### src/rtl/cvs_pkg.sv
// package: register numbers, vector offsets and field layouts for the core vector and start-up control
package cvs_pkg;
	// register numbers in the core register file
	localparam logic [7:0] REG_FLAG_SPACE = 8'hE7;
	localparam logic [7:0] REG_MODE_CTRL = 8'hEB;
	localparam logic [7:0] REG_SSP_HI = 8'hEE;
	localparam logic [7:0] REG_SSP_LO = 8'hEF;
	// vector offsets within a segment
	localparam logic [15:0] VEC_RESET = 16'h0000;
	localparam logic [15:0] VEC_DIVZERO = 16'h0002;
	localparam logic [15:0] VEC_TOPLEVEL = 16'h0004;
	localparam logic [15:0] VEC_STEP = 16'h0002;
	localparam logic [7:0] SEG_FIRST = 8'h00;
	// field positions, reset values and call decrement
	localparam int FLAG_DSPACE_BIT = 3;
	localparam int MODE_PRESC_LSB = 2;
	localparam int MODE_PRESC_W = 3;
	localparam int MODE_STACK_BIT = 7;
	localparam logic [7:0] RST_FLAG = 8'h00;
	localparam logic [7:0] RST_MODE = 8'h00;
	localparam logic [15:0] RST_SSP = 16'h0000;
	localparam logic [15:0] CALL_DEC = 16'h0002;

	typedef enum logic [2:0] {
		EV_NONE, EV_DIVZERO, EV_TOPLEVEL, EV_PERIPH, EV_CALL
	} cvs_event_t;

	typedef struct packed {
		logic wr;
		logic [7:0] num;
		logic [7:0] data;
	} cvs_regwr_t;

	typedef struct packed {
		logic req;
		logic [7:0] seg;
		logic [15:0] addr;
	} cvs_fetch_t;
endpackage

### src/rtl/cvs_core_vector_ctrl.sv
// module: vector address generation, start-up control registers and stack pointer
`timescale 1ns/1ps
`default_nettype none
// Summary of operation
// - after reset the start address is fetched from word 0 of segment 0
// - pin, watchdog and software resets all use the same start vector
// - divide by zero traps through offset 2 of the executing segment
// - other interrupt vectors come from the interrupt segment
// - top-level interrupt uses offset 4 of the interrupt segment
// - peripheral cause k is fetched at base n plus 2k
// - in extended mode interrupt routines may far call other segments
// - prescaler field zero runs the core from the undivided clock
// - in legacy mode data-space bit clear selects program, set selects data memory
// - data-space bit changes only by set-data and set-program instructions
// - system stack pointer is a 16-bit pair at registers 238 and 239
// - a call decrements the stack pointer by two, then writes return address
module cvs_core_vector_ctrl (
	input wire logic clock,
	input wire logic arst_n,
	input wire logic pinResetReq,
	input wire logic wdgResetReq,
	input wire logic swResetReq,
	input wire logic extendedMode,
	input wire cvs_pkg::cvs_regwr_t regWrite,
	input wire logic [7:0] regReadNum,
	input wire logic setDataMemInstr,
	input wire logic setProgMemInstr,
	input wire cvs_pkg::cvs_event_t eventKind,
	input wire logic [7:0] currentSegment,
	input wire logic [7:0] interruptSegment,
	input wire logic [15:0] periphVectorBase,
	input wire logic [3:0] periphCause,
	input wire logic farCallReq,
	input wire logic [7:0] farCallSegment,
	input wire logic [15:0] returnAddr,
	output cvs_pkg::cvs_fetch_t vectorFetch,
	output logic [7:0] farCallTarget,
	output logic farCallAllowed,
	output logic [7:0] regReadData,
	output logic dataSpaceSel,
	output logic [cvs_pkg::MODE_PRESC_W-1:0] prescaler,
	output logic fullSpeed,
	output logic stackInMemory,
	output logic [15:0] systemStackPointer,
	output logic stackWriteEn,
	output logic [15:0] stackWriteAddr,
	output logic [15:0] stackWriteData
);
	import cvs_pkg::*;

	logic [7:0] flagReg, flagNext;
	logic [7:0] modeReg, modeNext;
	logic [15:0] sspReg, sspNext;
	logic anyReset;
	logic bootPending_reg;
	logic callPhase_reg;
	logic [15:0] callAddr_reg;
	logic [15:0] callData_reg;

	function automatic logic [15:0] periph_vec(input logic [15:0] base, input logic [3:0] cause);
		periph_vec = base + {11'h000, cause, 1'b0};
	endfunction

	// ==========================================
	// reset sources and boot fetch
	assign anyReset = pinResetReq | wdgResetReq | swResetReq;

	always_ff @(posedge clock or negedge arst_n) begin
		if (!arst_n) begin
			bootPending_reg <= 1'b1;
		end else begin
			bootPending_reg <= anyReset;
		end
	end

	// ==========================================
	// vector address generation
	always_ff @(posedge clock or negedge arst_n) begin
		if (!arst_n) begin
			vectorFetch <= '0;
		end else if (bootPending_reg || anyReset) begin
			vectorFetch <= '{req: 1'b1, seg: SEG_FIRST, addr: VEC_RESET};
		end else begin
			case (eventKind)
				EV_DIVZERO: begin
					vectorFetch <= '{req: 1'b1, seg: currentSegment, addr: VEC_DIVZERO};
				end
				EV_TOPLEVEL: begin
					vectorFetch <= '{req: 1'b1, seg: interruptSegment, addr: VEC_TOPLEVEL};
				end
				EV_PERIPH: begin
					vectorFetch <= '{req: 1'b1, seg: interruptSegment,
						addr: periph_vec(periphVectorBase, periphCause)};
				end
				default: begin
					vectorFetch <= '{req: 1'b0, seg: vectorFetch.seg, addr: vectorFetch.addr};
				end
			endcase
		end
	end

	// far calls out of the interrupt segment only in extended mode
	always_ff @(posedge clock or negedge arst_n) begin
		if (!arst_n) begin
			farCallAllowed <= 1'b0;
			farCallTarget <= 8'h00;
		end else begin
			farCallAllowed <= farCallReq & (extendedMode | (farCallSegment == interruptSegment));
			farCallTarget <= farCallSegment;
		end
	end

	// ==========================================
	// control registers
	always_comb begin
		flagNext = flagReg;
		if (setDataMemInstr)
			flagNext[FLAG_DSPACE_BIT] = 1'b1;
		else if (setProgMemInstr && !extendedMode)
			flagNext[FLAG_DSPACE_BIT] = 1'b0;
		if (regWrite.wr && regWrite.num == REG_FLAG_SPACE)
			flagNext = {regWrite.data[7:FLAG_DSPACE_BIT+1], flagNext[FLAG_DSPACE_BIT],
				regWrite.data[FLAG_DSPACE_BIT-1:0]};
	end

	always_comb begin
		modeNext = modeReg;
		if (regWrite.wr && regWrite.num == REG_MODE_CTRL)
			modeNext = regWrite.data;
	end

	always_ff @(posedge clock or negedge arst_n) begin
		if (!arst_n) begin
			flagReg <= RST_FLAG;
			modeReg <= RST_MODE;
		end else begin
			flagReg <= flagNext;
			modeReg <= modeNext;
		end
	end

	assign dataSpaceSel = flagReg[FLAG_DSPACE_BIT];
	assign prescaler = modeReg[MODE_PRESC_LSB +: MODE_PRESC_W];
	assign fullSpeed = (prescaler == '0);
	assign stackInMemory = modeReg[MODE_STACK_BIT];

	// ==========================================
	// system stack pointer and call push
	always_comb begin
		sspNext = sspReg;
		if (regWrite.wr && regWrite.num == REG_SSP_HI)
			sspNext[15:8] = regWrite.data;
		if (regWrite.wr && regWrite.num == REG_SSP_LO)
			sspNext[7:0] = regWrite.data;
		if (eventKind == EV_CALL)
			sspNext = sspReg - CALL_DEC;
	end

	always_ff @(posedge clock or negedge arst_n) begin
		if (!arst_n) begin
			sspReg <= RST_SSP;
			callPhase_reg <= 1'b0;
			callAddr_reg <= 16'h0000;
			callData_reg <= 16'h0000;
		end else begin
			sspReg <= sspNext;
			callPhase_reg <= (eventKind == EV_CALL);
			callAddr_reg <= sspNext;
			callData_reg <= returnAddr;
		end
	end

	assign systemStackPointer = sspReg;
	assign stackWriteEn = callPhase_reg;
	assign stackWriteAddr = callAddr_reg;
	assign stackWriteData = callData_reg;

	// ==========================================
	// register readback
	always_comb begin
		case (regReadNum)
			REG_FLAG_SPACE: regReadData = flagReg;
			REG_MODE_CTRL: regReadData = modeReg;
			REG_SSP_HI: regReadData = sspReg[15:8];
			REG_SSP_LO: regReadData = sspReg[7:0];
			default: regReadData = 8'h00;
		endcase
	end

	// ==========================================
	// checks
	a_reset_vector: assert property (@(posedge clock) disable iff (!arst_n)
		anyReset |=> vectorFetch.req && vectorFetch.seg == SEG_FIRST && vectorFetch.addr == VEC_RESET)
		else $error("reset did not fetch word 0 of segment 0");
	a_same_start: assert property (@(posedge clock) disable iff (!arst_n)
		(wdgResetReq || swResetReq) |=> vectorFetch.addr == VEC_RESET)
		else $error("reset sources differ in start vector");
	a_divzero_vector: assert property (@(posedge clock) disable iff (!arst_n)
		(!anyReset && !bootPending_reg && eventKind == EV_DIVZERO) |=>
		vectorFetch.seg == $past(currentSegment) && vectorFetch.addr == VEC_DIVZERO)
		else $error("divide trap vector wrong");
	a_toplevel_vector: assert property (@(posedge clock) disable iff (!arst_n)
		(!anyReset && !bootPending_reg && eventKind == EV_TOPLEVEL) |=>
		vectorFetch.seg == $past(interruptSegment) && vectorFetch.addr == VEC_TOPLEVEL)
		else $error("top-level vector wrong");
	a_periph_vector: assert property (@(posedge clock) disable iff (!arst_n)
		(!anyReset && !bootPending_reg && eventKind == EV_PERIPH) |=>
		vectorFetch.addr == $past(periphVectorBase) + {11'h000, $past(periphCause), 1'b0})
		else $error("peripheral vector step wrong");
	a_far_call: assert property (@(posedge clock) disable iff (!arst_n)
		(farCallReq && extendedMode) |=> farCallAllowed)
		else $error("far call refused in extended mode");
	a_full_speed: assert property (@(posedge clock) disable iff (!arst_n)
		(regWrite.wr && regWrite.num == REG_MODE_CTRL) |=>
		fullSpeed == ($past(regWrite.data[MODE_PRESC_LSB +: MODE_PRESC_W]) == '0))
		else $error("zero prescaler not full speed");
	a_space_stable: assert property (@(posedge clock) disable iff (!arst_n)
		(!setDataMemInstr && !setProgMemInstr) |=> $stable(dataSpaceSel))
		else $error("data-space bit changed without instruction");
	a_call_push: assert property (@(posedge clock) disable iff (!arst_n)
		(eventKind == EV_CALL && !regWrite.wr) |=>
		stackWriteEn && systemStackPointer == $past(sspReg) - CALL_DEC && stackWriteAddr == systemStackPointer)
		else $error("call push order wrong");
endmodule
`default_nettype wire

### config.mk
export PLATFORM = sky130hd
export DESIGN_NAME = cvs_core_vector_ctrl
export DESIGN_NICKNAME = d
export VERILOG_FILES = /design/src/rtl/cvs_pkg.sv /design/src/rtl/cvs_core_vector_ctrl.sv
export SDC_FILE = /design/constraint.sdc
export NUM_CORES = 1
export LEC_CHECK = 0
export ABC_CLOCK_PERIOD_IN_PS = 2240
export BUFFER_PORTS_ARGS = -buffer_cell sky130_fd_sc_hd__buf_2
export CORE_MARGIN = 1
export CORE_UTILIZATION = 47
export DETAILED_ROUTE_END_ITERATION = 8
export GPL_TIMING_DRIVEN = 0
export PLACE_DENSITY = 0.83
export REMOVE_ABC_BUFFERS = 1
export SYNTH_ARGS = -nofsm -noshare
export SYNTH_HDL_FRONTEND = slang
export SYNTH_SLANG_ARGS = --single-unit
export TNS_END_PERCENT = 1
### constraint.sdc
create_clock -name clock -period 2.24 [get_ports clock]
set_input_delay 0.224 -clock clock [delete_from_list [all_inputs] [get_ports clock]]
set_output_delay 0.224 -clock clock [all_outputs]
set_load 0.01 [all_outputs]
==> results.yml, run 1 <==
global_route:
  gr-total-overflow: 0
  groute.usage.overall_pct: 25.3
  antenna_found_initial: 0
  grt_pass1_wl_um: 17600
  grt_start_max_net_pins: 51
  grt_pass1_vias: 3685
power_and_ir_drop:
  clock_power_share_pct: 29.0
  p_sw_mw: 1.15
  power_density_mw_per_mm2: 674
  power.total_mw: 3.69
  p_leak_nw: 2.73
  pwr-share-comb_pct: 21.9
  internal_power_mw: 2.54
  peakVddDrop_mv: 0.346
  seqPwrFrac_pct: 49.2
  sw_frac_of_total_pct: 31.2
clock_network:
  clk_pin_slew_ps: 90
  htreeDepth: 3
  clock_latency_ps: 350
  cts_max_path_buffers: 2
  postCtsSetupBuffers: 0
  clock_sinks: 84
  clock-root-buffer: "clkbuf_8"
  cts_buffers: 9
  cts_tree: "done"
timing:
  slew_headroom_pct: 48.4
  rsz0062_at_grt: "no"
  hold_viol: 0
  fin_skew_ps: 8.28
  setup_viol: 0
  setup_ws_ps: 78.6
  fin_crit_sh_pct: 96.5
  whs_ps: 16.2
  min_period_ps: 2160
  timing.final.max_slew_violations: 0
  fmax_mhz: 463
  worst_pin_slew_ps: 768
worst_hold_path:
  hp-start: "farCallSegment[3]"
  min_path_type: "in -> reg"
setup_path:
  crit_start: "stackWriteAddr[1]"
  crit_top_cell: "nand3_1"
  slowest_stage: "nor4_1"
  worst_path_largest_cell_delay_ps: 720
  crit_chain: "nor4_1 > nand3_1 > or3_1 > nand3_1 > o211ai_1"
  path_delay_family: "simple AND/OR/NAND/NOR gates"
  arrival_ps: 2380
  path_max_fanout: 8
  required_ps: 2460
  worstSetupEndpointType: "flip-flop"
  path_class: "reg -> reg"
  cp-start-kind: "flip-flop"
  path_buf_inv: 0
  regToRegStartpoint: "stackWriteAddr[1]"
yosys:
  synth_fa_ha_area_share_pct: 2.00
  synth_top_family_by_area: "simple AND/OR/NAND/NOR gates"
  syn_inst: 404
  synthMuxAreaShare_pct: 6.13
  ys_async_sr_fraction_pct: 100
  synth.most_common_cell: "dfrtp_1"
  synthTopCellsByArea: "dfrtp_1 (50%), mux2_2 (4.9%), nand2_1 (4.2%)"
  yosysSeqAreaShare_pct: 51.0
  syn_avg_cell_area_um2: 10.2
  synth_top_cell_by_area: "dfrtp_1"
  synth_xor_area_share_pct: 4.67
  yosys.area_share.simple_pct: 15.6
  synthesis.area_mm2: 0.00413
  yosysWarningCount: 0
  ys_ff_latch: 84
  synth_top_cell_area_share_pct: 50.3
  synth_top_flop_cell: "dfrtp_1"
  ys_types: 50
  synth_compound_area_share_pct: 14.9
  synth_common_cells: "dfrtp_1 (83), nand2_1 (46), nor2_1 (26), a21oi_1 (25), o21ai_0 (22)"
  synth-edff-count: 0
placement:
  io_buffer_count: 193
  place.gp.congestion: 0.869
  post-place-ws_ps: -91.1
  dp_hpwl_um: 8610
routing:
  wl_per_cell_um: 16.0
  wl_met2_um: 5630
  drtIter0Drc: 172
  route.met3.wl_um: 1130
  vias: 3962
  drc_errors: 0
  route.layer.met1.wl_um: 4380
  highest_layer: "met4"
  antenna_left: 0
  wl_um: 11400
  drt-vias-per-instance: 5.57
  drtPass1Iterations: 5
finish:
  n_antenna_cell: 0
  max_flop_register: "vectorFetch"
  largest_reg_flops: 25
  drive_gt1_share_pct: 38.8
  n_fill_cell: 706
  area_growth_syn_to_layout_pct: 32.8
  layout.nets: 705
  final_core_util_pct: 65.7
floorplanning:
  die_area_mm2: 0.00916
  pin_count: 194
  die_x_um: 95.7
  rows: 33
  start_util_pct: 49.5
  core_mm2: 0.00834
  die_h_um: 95.7
outcome:
  status: "finished, final reports clean"
flow_run:
  maxCapViolations: 0
-- area by class of cell --
cell class                 instances  area [um2]  share of cell area [%]
inverter                          15        56.3                    1.03
clock buffer                      11         141                    2.58
timing repair buffer             215        1210                    22.0
multi-input combinational        277        1790                    32.7
sequential                        84        2100                    38.4
tap                              105         131                    2.40
clock inverter                     4        50.0                   0.914
-- path summary, 6_finish.rpt --
path	slack, ps	endpoint	depth (start not counted)
worst max-delay path	80	stackWriteAddr[12]	5
worst min-delay path	20	farCallTarget[3]	1
worst max register to register	80	stackWriteAddr[12]	5
worst min register to register	480	vectorFetch[12]	2
max in group asynchronous	1220	bootPending_reg	3
min in group asynchronous	370	stackWriteData[12]	2
-- logic make-up after synthesis --
logic type	Yosys count
AO/OA/AOI/OAI	96
flip-flops	84
AND/OR/NAND/NOR	130
buffers and inverters	43
XOR/XNOR	22
adder cells (fa/ha/maj)	6
multiplexers	23
-- power groups by stage --
stage / logic (mW) / clock network [mW] / registers (mW)
6_report: 0.808 / 1.07 / 1.82
5_1_grt: 0.902 / 1.15 / 1.83
4_1_cts: 0.810 / 1.09 / 1.81
3_5_place_dp: 0.779 / 0 / 1.84
3_3_place_gp: 0.750 / 0 / 1.83
2_1_floorplan: 0.288 / 0 / 1.88
-- placed cells by master (no fill, tap or decap), types with 3 or more instances in the layout --
| cell type | Yosys | final |
|---|---|---|
| inv_1 | 13 | 13 |
| a21o_1 | 3 | 3 |
| a211oi_1 | 6 | 6 |
| o221ai_1 | 9 | 9 |
| a22oi_1 | 4 | 4 |
| a21oi_1 | 25 | 25 |
| dlygate4sd3_1 | 0 | 21 |
| buf_2 | 2 | 192 |
| mux2i_1 | 5 | 5 |
| xor2_1 | 14 | 14 |
| nor3_1 | 8 | 8 |
| o211ai_1 | 5 | 5 |
| clkbuf_8 | 0 | 10 |
| mux2_2 | 18 | 18 |
| nand2_1 | 46 | 46 |
| nor2_1 | 26 | 26 |
| xnor2_1 | 8 | 8 |
| nor4_1 | 6 | 5 |
| nand2b_1 | 4 | 4 |
| o22ai_1 | 12 | 12 |
| or4_1 | 3 | 3 |
| nor2b_1 | 5 | 5 |
| and3_1 | 3 | 3 |
| dfrtp_1 | 83 | 83 |
| ha_1 | 5 | 5 |
| o21ai_0 | 22 | 22 |
| nand3_1 | 13 | 13 |
-- metrics by stage --
stage / area, um2 / TNS [ps] / cells
finish: 5480 / 0 / 711
CTS: 5470 / 0 / 711
global route: 5480 / 0 / 711
detailed placement: 5070 / -232 / 675
global placement: 5040 / -146 / 674
floorplan: 3940 / 0 / 376
-- metal layers --
metal	global-route usage, %	vias to the layer above
li1	-	1833
met1	31.3	1856
met2	43.1	251
met3	5.26	22
met4	9.95	0
met5	0	-
-- worst reg2reg max path: cells and delay by family (launching register included) --
kind            cells  cell delay (ps)
compound gates      1               90
simple gates        4             1470
flops               1              480
-- timing repair --
item                       CTS  global route
hold endpoints to repair    54             0
setup endpoints to repair    0             2
hold buffers                21             0
gates resized for setup      0             1
Power figures use the tool's default switching activity.
==> inputs of run 2 (changes only) <==
CORE_ASPECT_RATIO = 0.9   (was default)
==> results.yml, run 2 (synthesis gave the netlist of run 1 again) <==
outcome:
  status: "finished, final reports clean"
floorplanning:
  die_x_um: 101
  die_area_mm2: 0.00916
  pin_count: 194
  rows: 32
  start_util_pct: 48.4
  core_mm2: 0.00853
  die_h_um: 90.9
global_route:
  grt_start_max_net_pins: 50
  grt_pass1_wl_um: 18600
  groute.usage.overall_pct: 26.3
  antenna_found_initial: 0
  grt_pass1_vias: 3892
  gr-total-overflow: 0
clock_network:
  clock-root-buffer: "clkbuf_8"
  cts_tree: "done"
  clock_latency_ps: 360
  cts_max_path_buffers: 2
  clock_sinks: 84
  clk_pin_slew_ps: 90
  cts_buffers: 9
  htreeDepth: 3
finish:
  max_flop_register: "vectorFetch"
  fin_area_mm2: 0.00555
  area_growth_syn_to_layout_pct: 34.4
  layout_commonest_cell: "buf_2"
  final_cell_mix: "buf_2 (192), dfrtp_1 (83), nand2_1 (46)"
  drive_gt1_share_pct: 38.8
  layout.nets: 709
  largest_reg_flops: 25
  n_antenna_cell: 0
setup_path:
  cp-start-kind: "flip-flop"
  arrival_ps: 2350
  slowest_stage: "nor4_1"
  path_class: "reg -> reg"
  crit_top_cell: "nand3_1"
  crit_chain: "nor4_1 > nand3_1 > or3_1 > nand3_1 > o211ai_1"
  worstSetupEndpointType: "flip-flop"
  worst_path_largest_cell_delay_ps: 670
  path_max_fanout: 8
  required_ps: 2480
  worstRegToRegCells: 5
  ff2ff_setup_slack_ps: 130
  regToRegStartpoint: "stackWriteAddr[1]"
  r2r_end: "stackWriteAddr[12]"
timing:
  worst_pin_slew_ps: 764
  rsz0062_at_grt: "no"
  min_period_ps: 2110
  hold_viol: 0
  fin_crit_sh_pct: 94.1
  fin_skew_ps: 11.2
  setup_viol: 0
  timing.final.max_slew_violations: 0
  fmax_mhz: 474
  slew_headroom_pct: 48.8
power_and_ir_drop:
  p_leak_nw: 2.76
  peakVddDrop_mv: 0.461
  power.total_mw: 3.73
  power_density_mw_per_mm2: 673
placement:
  io_buffer_count: 193
  place.gp.congestion: 0.868
  postPlaceCellArea_mm2: 0.00509
  dp_hpwl_um: 8770
routing:
  drc_errors: 0
  wl_met2_um: 5900
  vias: 3980
  antenna_left: 0
  drtPass1Iterations: 4
  wl_um: 11800
  wl_per_cell_um: 16.2
  route.met3.wl_um: 1060
  drtIter0Drc: 141
  drt-vias-per-instance: 5.45
  highest_layer: "met4"
  route.layer.met1.wl_um: 4640
worst_hold_path:
  hold_path_end: "flagReg[3]"
  hp-start: "setDataMemInstr"
  holdPathStages: 2
  min_path_type: "in -> reg"
flow_run:
  maxCapViolations: 0
[run 2: cell types whose count changed in the layout (fill, tap and decap cells not counted)]
| cell | change |
|---|---|
| clkbuf_1 | -1 |
| dlygate4sd3_1 | +4 |
| clkinv_4 | +1 |
| clkinv_2 | +1 |
[run 2: through the flow]
step           instances  utilization (%)  hold slack (ps)  TNS (ps)  worst slack (ps)
4_1_cts              729             64.8             9.05         0               134
2_1_floorplan        376                -            -71.6         0               257
5_1_grt              730             65.0             44.1         0              9.10
3_5_place_dp         689             59.7              214      -352             -93.1
3_3_place_gp         688             59.3              333     -77.4             -61.6
6_report             730             65.0             59.8         0               132
[run 2: how the worst max path moves through the flow]
stage	from	to	slack [ps]	depth (start not counted)
floorplan	stackWriteAddr[5]	stackWriteAddr[15]	260	5
global placement	eventKind[0]	stackWriteAddr[12]	-60	7
detailed placement	periphVectorBase[1]	vectorFetch[15]	-90	9
CTS	stackWriteAddr[1]	stackWriteAddr[13]	130	7
global route	stackWriteAddr[1]	stackWriteAddr[12]	9	5
finish	stackWriteAddr[1]	stackWriteAddr[12]	130	5
[run 2: power breakdown]
part           leakage, nW  switching (mW)  internal [mW]
clock network       0.0983           0.559          0.544
logic                 1.59           0.449          0.382
registers             1.07           0.173           1.63
total                 2.76            1.18           2.55
[run 2: per-layer routing]
layer / GRT usage (%) / vias to the layer above
met5: 0 / -
met4: 7.73 / 0
li1: - / 1840
met3: 7.97 / 22
met2: 44.8 / 215
met1: 31.8 / 1903
[run 2: cell type report]
| class | count | area, um2 |
|---|---|---|
| Clock buffer | 10 | 138 |
| Fill cell | 701 | 2980 |
| Tap cell | 119 | 149 |
| Sequential cell | 84 | 2100 |
| Inverter | 15 | 56.3 |
| Timing Repair Buffer | 219 | 1250 |
| Clock inverter | 6 | 63.8 |
| Multi-Input combinational cell | 277 | 1790 |
[run 2: timing repair]
| action | 4_1_cts | 5_1_grt |
|---|---|---|
| hold buffers | 24 | 1 |
| setup endpoints to repair | 0 | 1 |
| hold endpoints to repair | 58 | 1 |
| setup buffers | 0 | 0 |
| gates resized for setup | 0 | 1 |
[run 2: critical path, delay by kind of cell, from the launching register on]
family             cells  cell delay (ps)
and+or+nand+nor        4             1440
DFF                    1              470
AOI/OAI and AO/OA      1              100
==> inputs of run 3 (changes only) <==
REMOVE_ABC_BUFFERS = default   (was 1)
==> results.yml, run 3 (synthesis gave the netlist of run 1 again) <==
floorplanning:
  start_util_pct: 48.4
  die_area_mm2: 0.00916
  pin_count: 194
  core_mm2: 0.00853
  rows: 32
  die_x_um: 101
  die_h_um: 90.9
setup_path:
  worst_path_largest_cell_delay_ps: 540
  r2r_end: "stackWriteAddr[15]"
  arrival_ps: 2330
  path_delay_family: "simple AND/OR/NAND/NOR gates"
  path_buf_inv: 0
  worstSetupEndpointType: "flip-flop"
  regToRegStartpoint: "stackWriteAddr[5]"
  cp-start-kind: "flip-flop"
  required_ps: 2500
  path_class: "reg -> reg"
  crit_chain: "or3_4 > or4b_4 > o31ai_2 > a21oi_1 > nor3_1"
  slowest_stage: "or4b_4"
  worstRegToRegCells: 5
  path_max_fanout: 9
  ff2ff_setup_slack_ps: 170
timing:
  min_period_ps: 2070
  setup_ws_ps: 168
  fin_skew_ps: 9.43
  timing.final.max_slew_violations: 0
  worst_pin_slew_ps: 640
  hold_viol: 0
  whs_ps: 21.5
  setup_viol: 0
  slew_headroom_pct: 56.9
  rsz0062_at_grt: "no"
  fmax_mhz: 483
  fin_crit_sh_pct: 92.5
power_and_ir_drop:
  peakVddDrop_mv: 0.303
  power.total_mw: 3.69
  p_leak_nw: 2.85
  power_density_mw_per_mm2: 650
placement:
  dp_hpwl_um: 9020
  post-place-ws_ps: -160
  place_inst: 716
  place.gp.congestion: 0.868
  io_buffer_count: 192
outcome:
  status: "finished, final reports clean"
finish:
  fin_cells: 754
  largest_reg_flops: 25
  final_core_util_pct: 66.6
  layout.nets: 734
  layout_commonest_cell: "buf_2"
  n_antenna_cell: 0
  area_growth_syn_to_layout_pct: 37.6
  max_flop_register: "vectorFetch"
  drive_gt1_share_pct: 40.3
  final_cell_mix: "buf_2 (193), dfrtp_1 (83), nand2_1 (46)"
clock_network:
  cts_buffers: 9
  cts_tree: "done"
  clock-root-buffer: "clkbuf_8"
  clock_latency_ps: 350
  cts_max_path_buffers: 2
  htreeDepth: 3
  clock_sinks: 84
  clk_pin_slew_ps: 70
worst_hold_path:
  holdPathStages: 1
  hold_path_end: "farCallTarget[6]"
  hp-start: "farCallSegment[6]"
  min_path_type: "in -> reg"
routing:
  drc_errors: 0
  antenna_left: 0
  wl_per_cell_um: 15.6
  vias: 4105
  drt-vias-per-instance: 5.44
  wl_um: 11800
  drtPass1Iterations: 4
  drtIter0Drc: 135
global_route:
  gr-total-overflow: 0
  antenna_found_initial: 0
  groute.usage.overall_pct: 26.9
  grt_pass1_wl_um: 19100
  grt_pass1_vias: 3989
  grt_start_max_net_pins: 51
yosys:
  syn_nets: 507
flow_run:
  maxCapViolations: 0
## run 3: worst register-to-register path, delay by kind of cell (launching register included)
kind | cells | cell delay (ps)
and+or+nand+nor | 3 | 1160
AOI/OAI and AO/OA | 2 | 350
DFF | 1 | 490
## run 3: layer usage
metal / global-route usage (%) / up-vias / part of all wire, %
met5: 0 / - / 0
met3: 5.26 / 22 / 8.0
met4: 10.4 / 0 / 2.2
met2: 46.8 / 216 / 51
met1: 32.7 / 1978 / 39
li1: - / 1889 / -
## run 3: repair_timing
item,4_1_cts,5_1_grt
endpoints found under the setup margin,0,3
buffers inserted,0,0
endpoints found under the hold margin,56,0
gates resized for setup,0,3
hold buffers,23,0
## run 3: layout make-up
class / count / area (um2)
tap: 119 / 149
clock buffer: 13 / 159
sequential: 84 / 2100
fill: 697 / 2850
buffer: 28 / 183
clock inverter: 2 / 10.0
inverter: 15 / 56.3
timing repair buffer: 216 / 1220
multi-input combinational: 277 / 1800
## run 3: power breakdown
group	internal [mW]	leakage, nW	switching [mW]	total (mW)
registers	1.63	1.07	0.186	1.81
clock network	0.455	0.0893	0.503	0.958
logic	0.470	1.69	0.450	0.921
total	2.55	2.85	1.14	3.69
## run 3: worst max-delay path by stage
stage | startpoint | endpoint | cells past startpoint
2_1_floorplan | periphVectorBase[1] | vectorFetch[15] | 8
3_3_place_gp | periphVectorBase[1] | vectorFetch[15] | 9
3_5_place_dp | periphVectorBase[1] | vectorFetch[15] | 9
4_1_cts | stackWriteAddr[1] | stackWriteAddr[13] | 7
5_1_grt | periphVectorBase[1] | vectorFetch[15] | 9
6_report | stackWriteAddr[5] | stackWriteAddr[15] | 5
## run 3: per-stage QoR
step                      area, um2  TNS, ps
after floorplan                4130        0
after global placement         5240        0
after detailed placement       5270     -160
after CTS                      5660        0
after global routing           5680        0
final                          5680        0
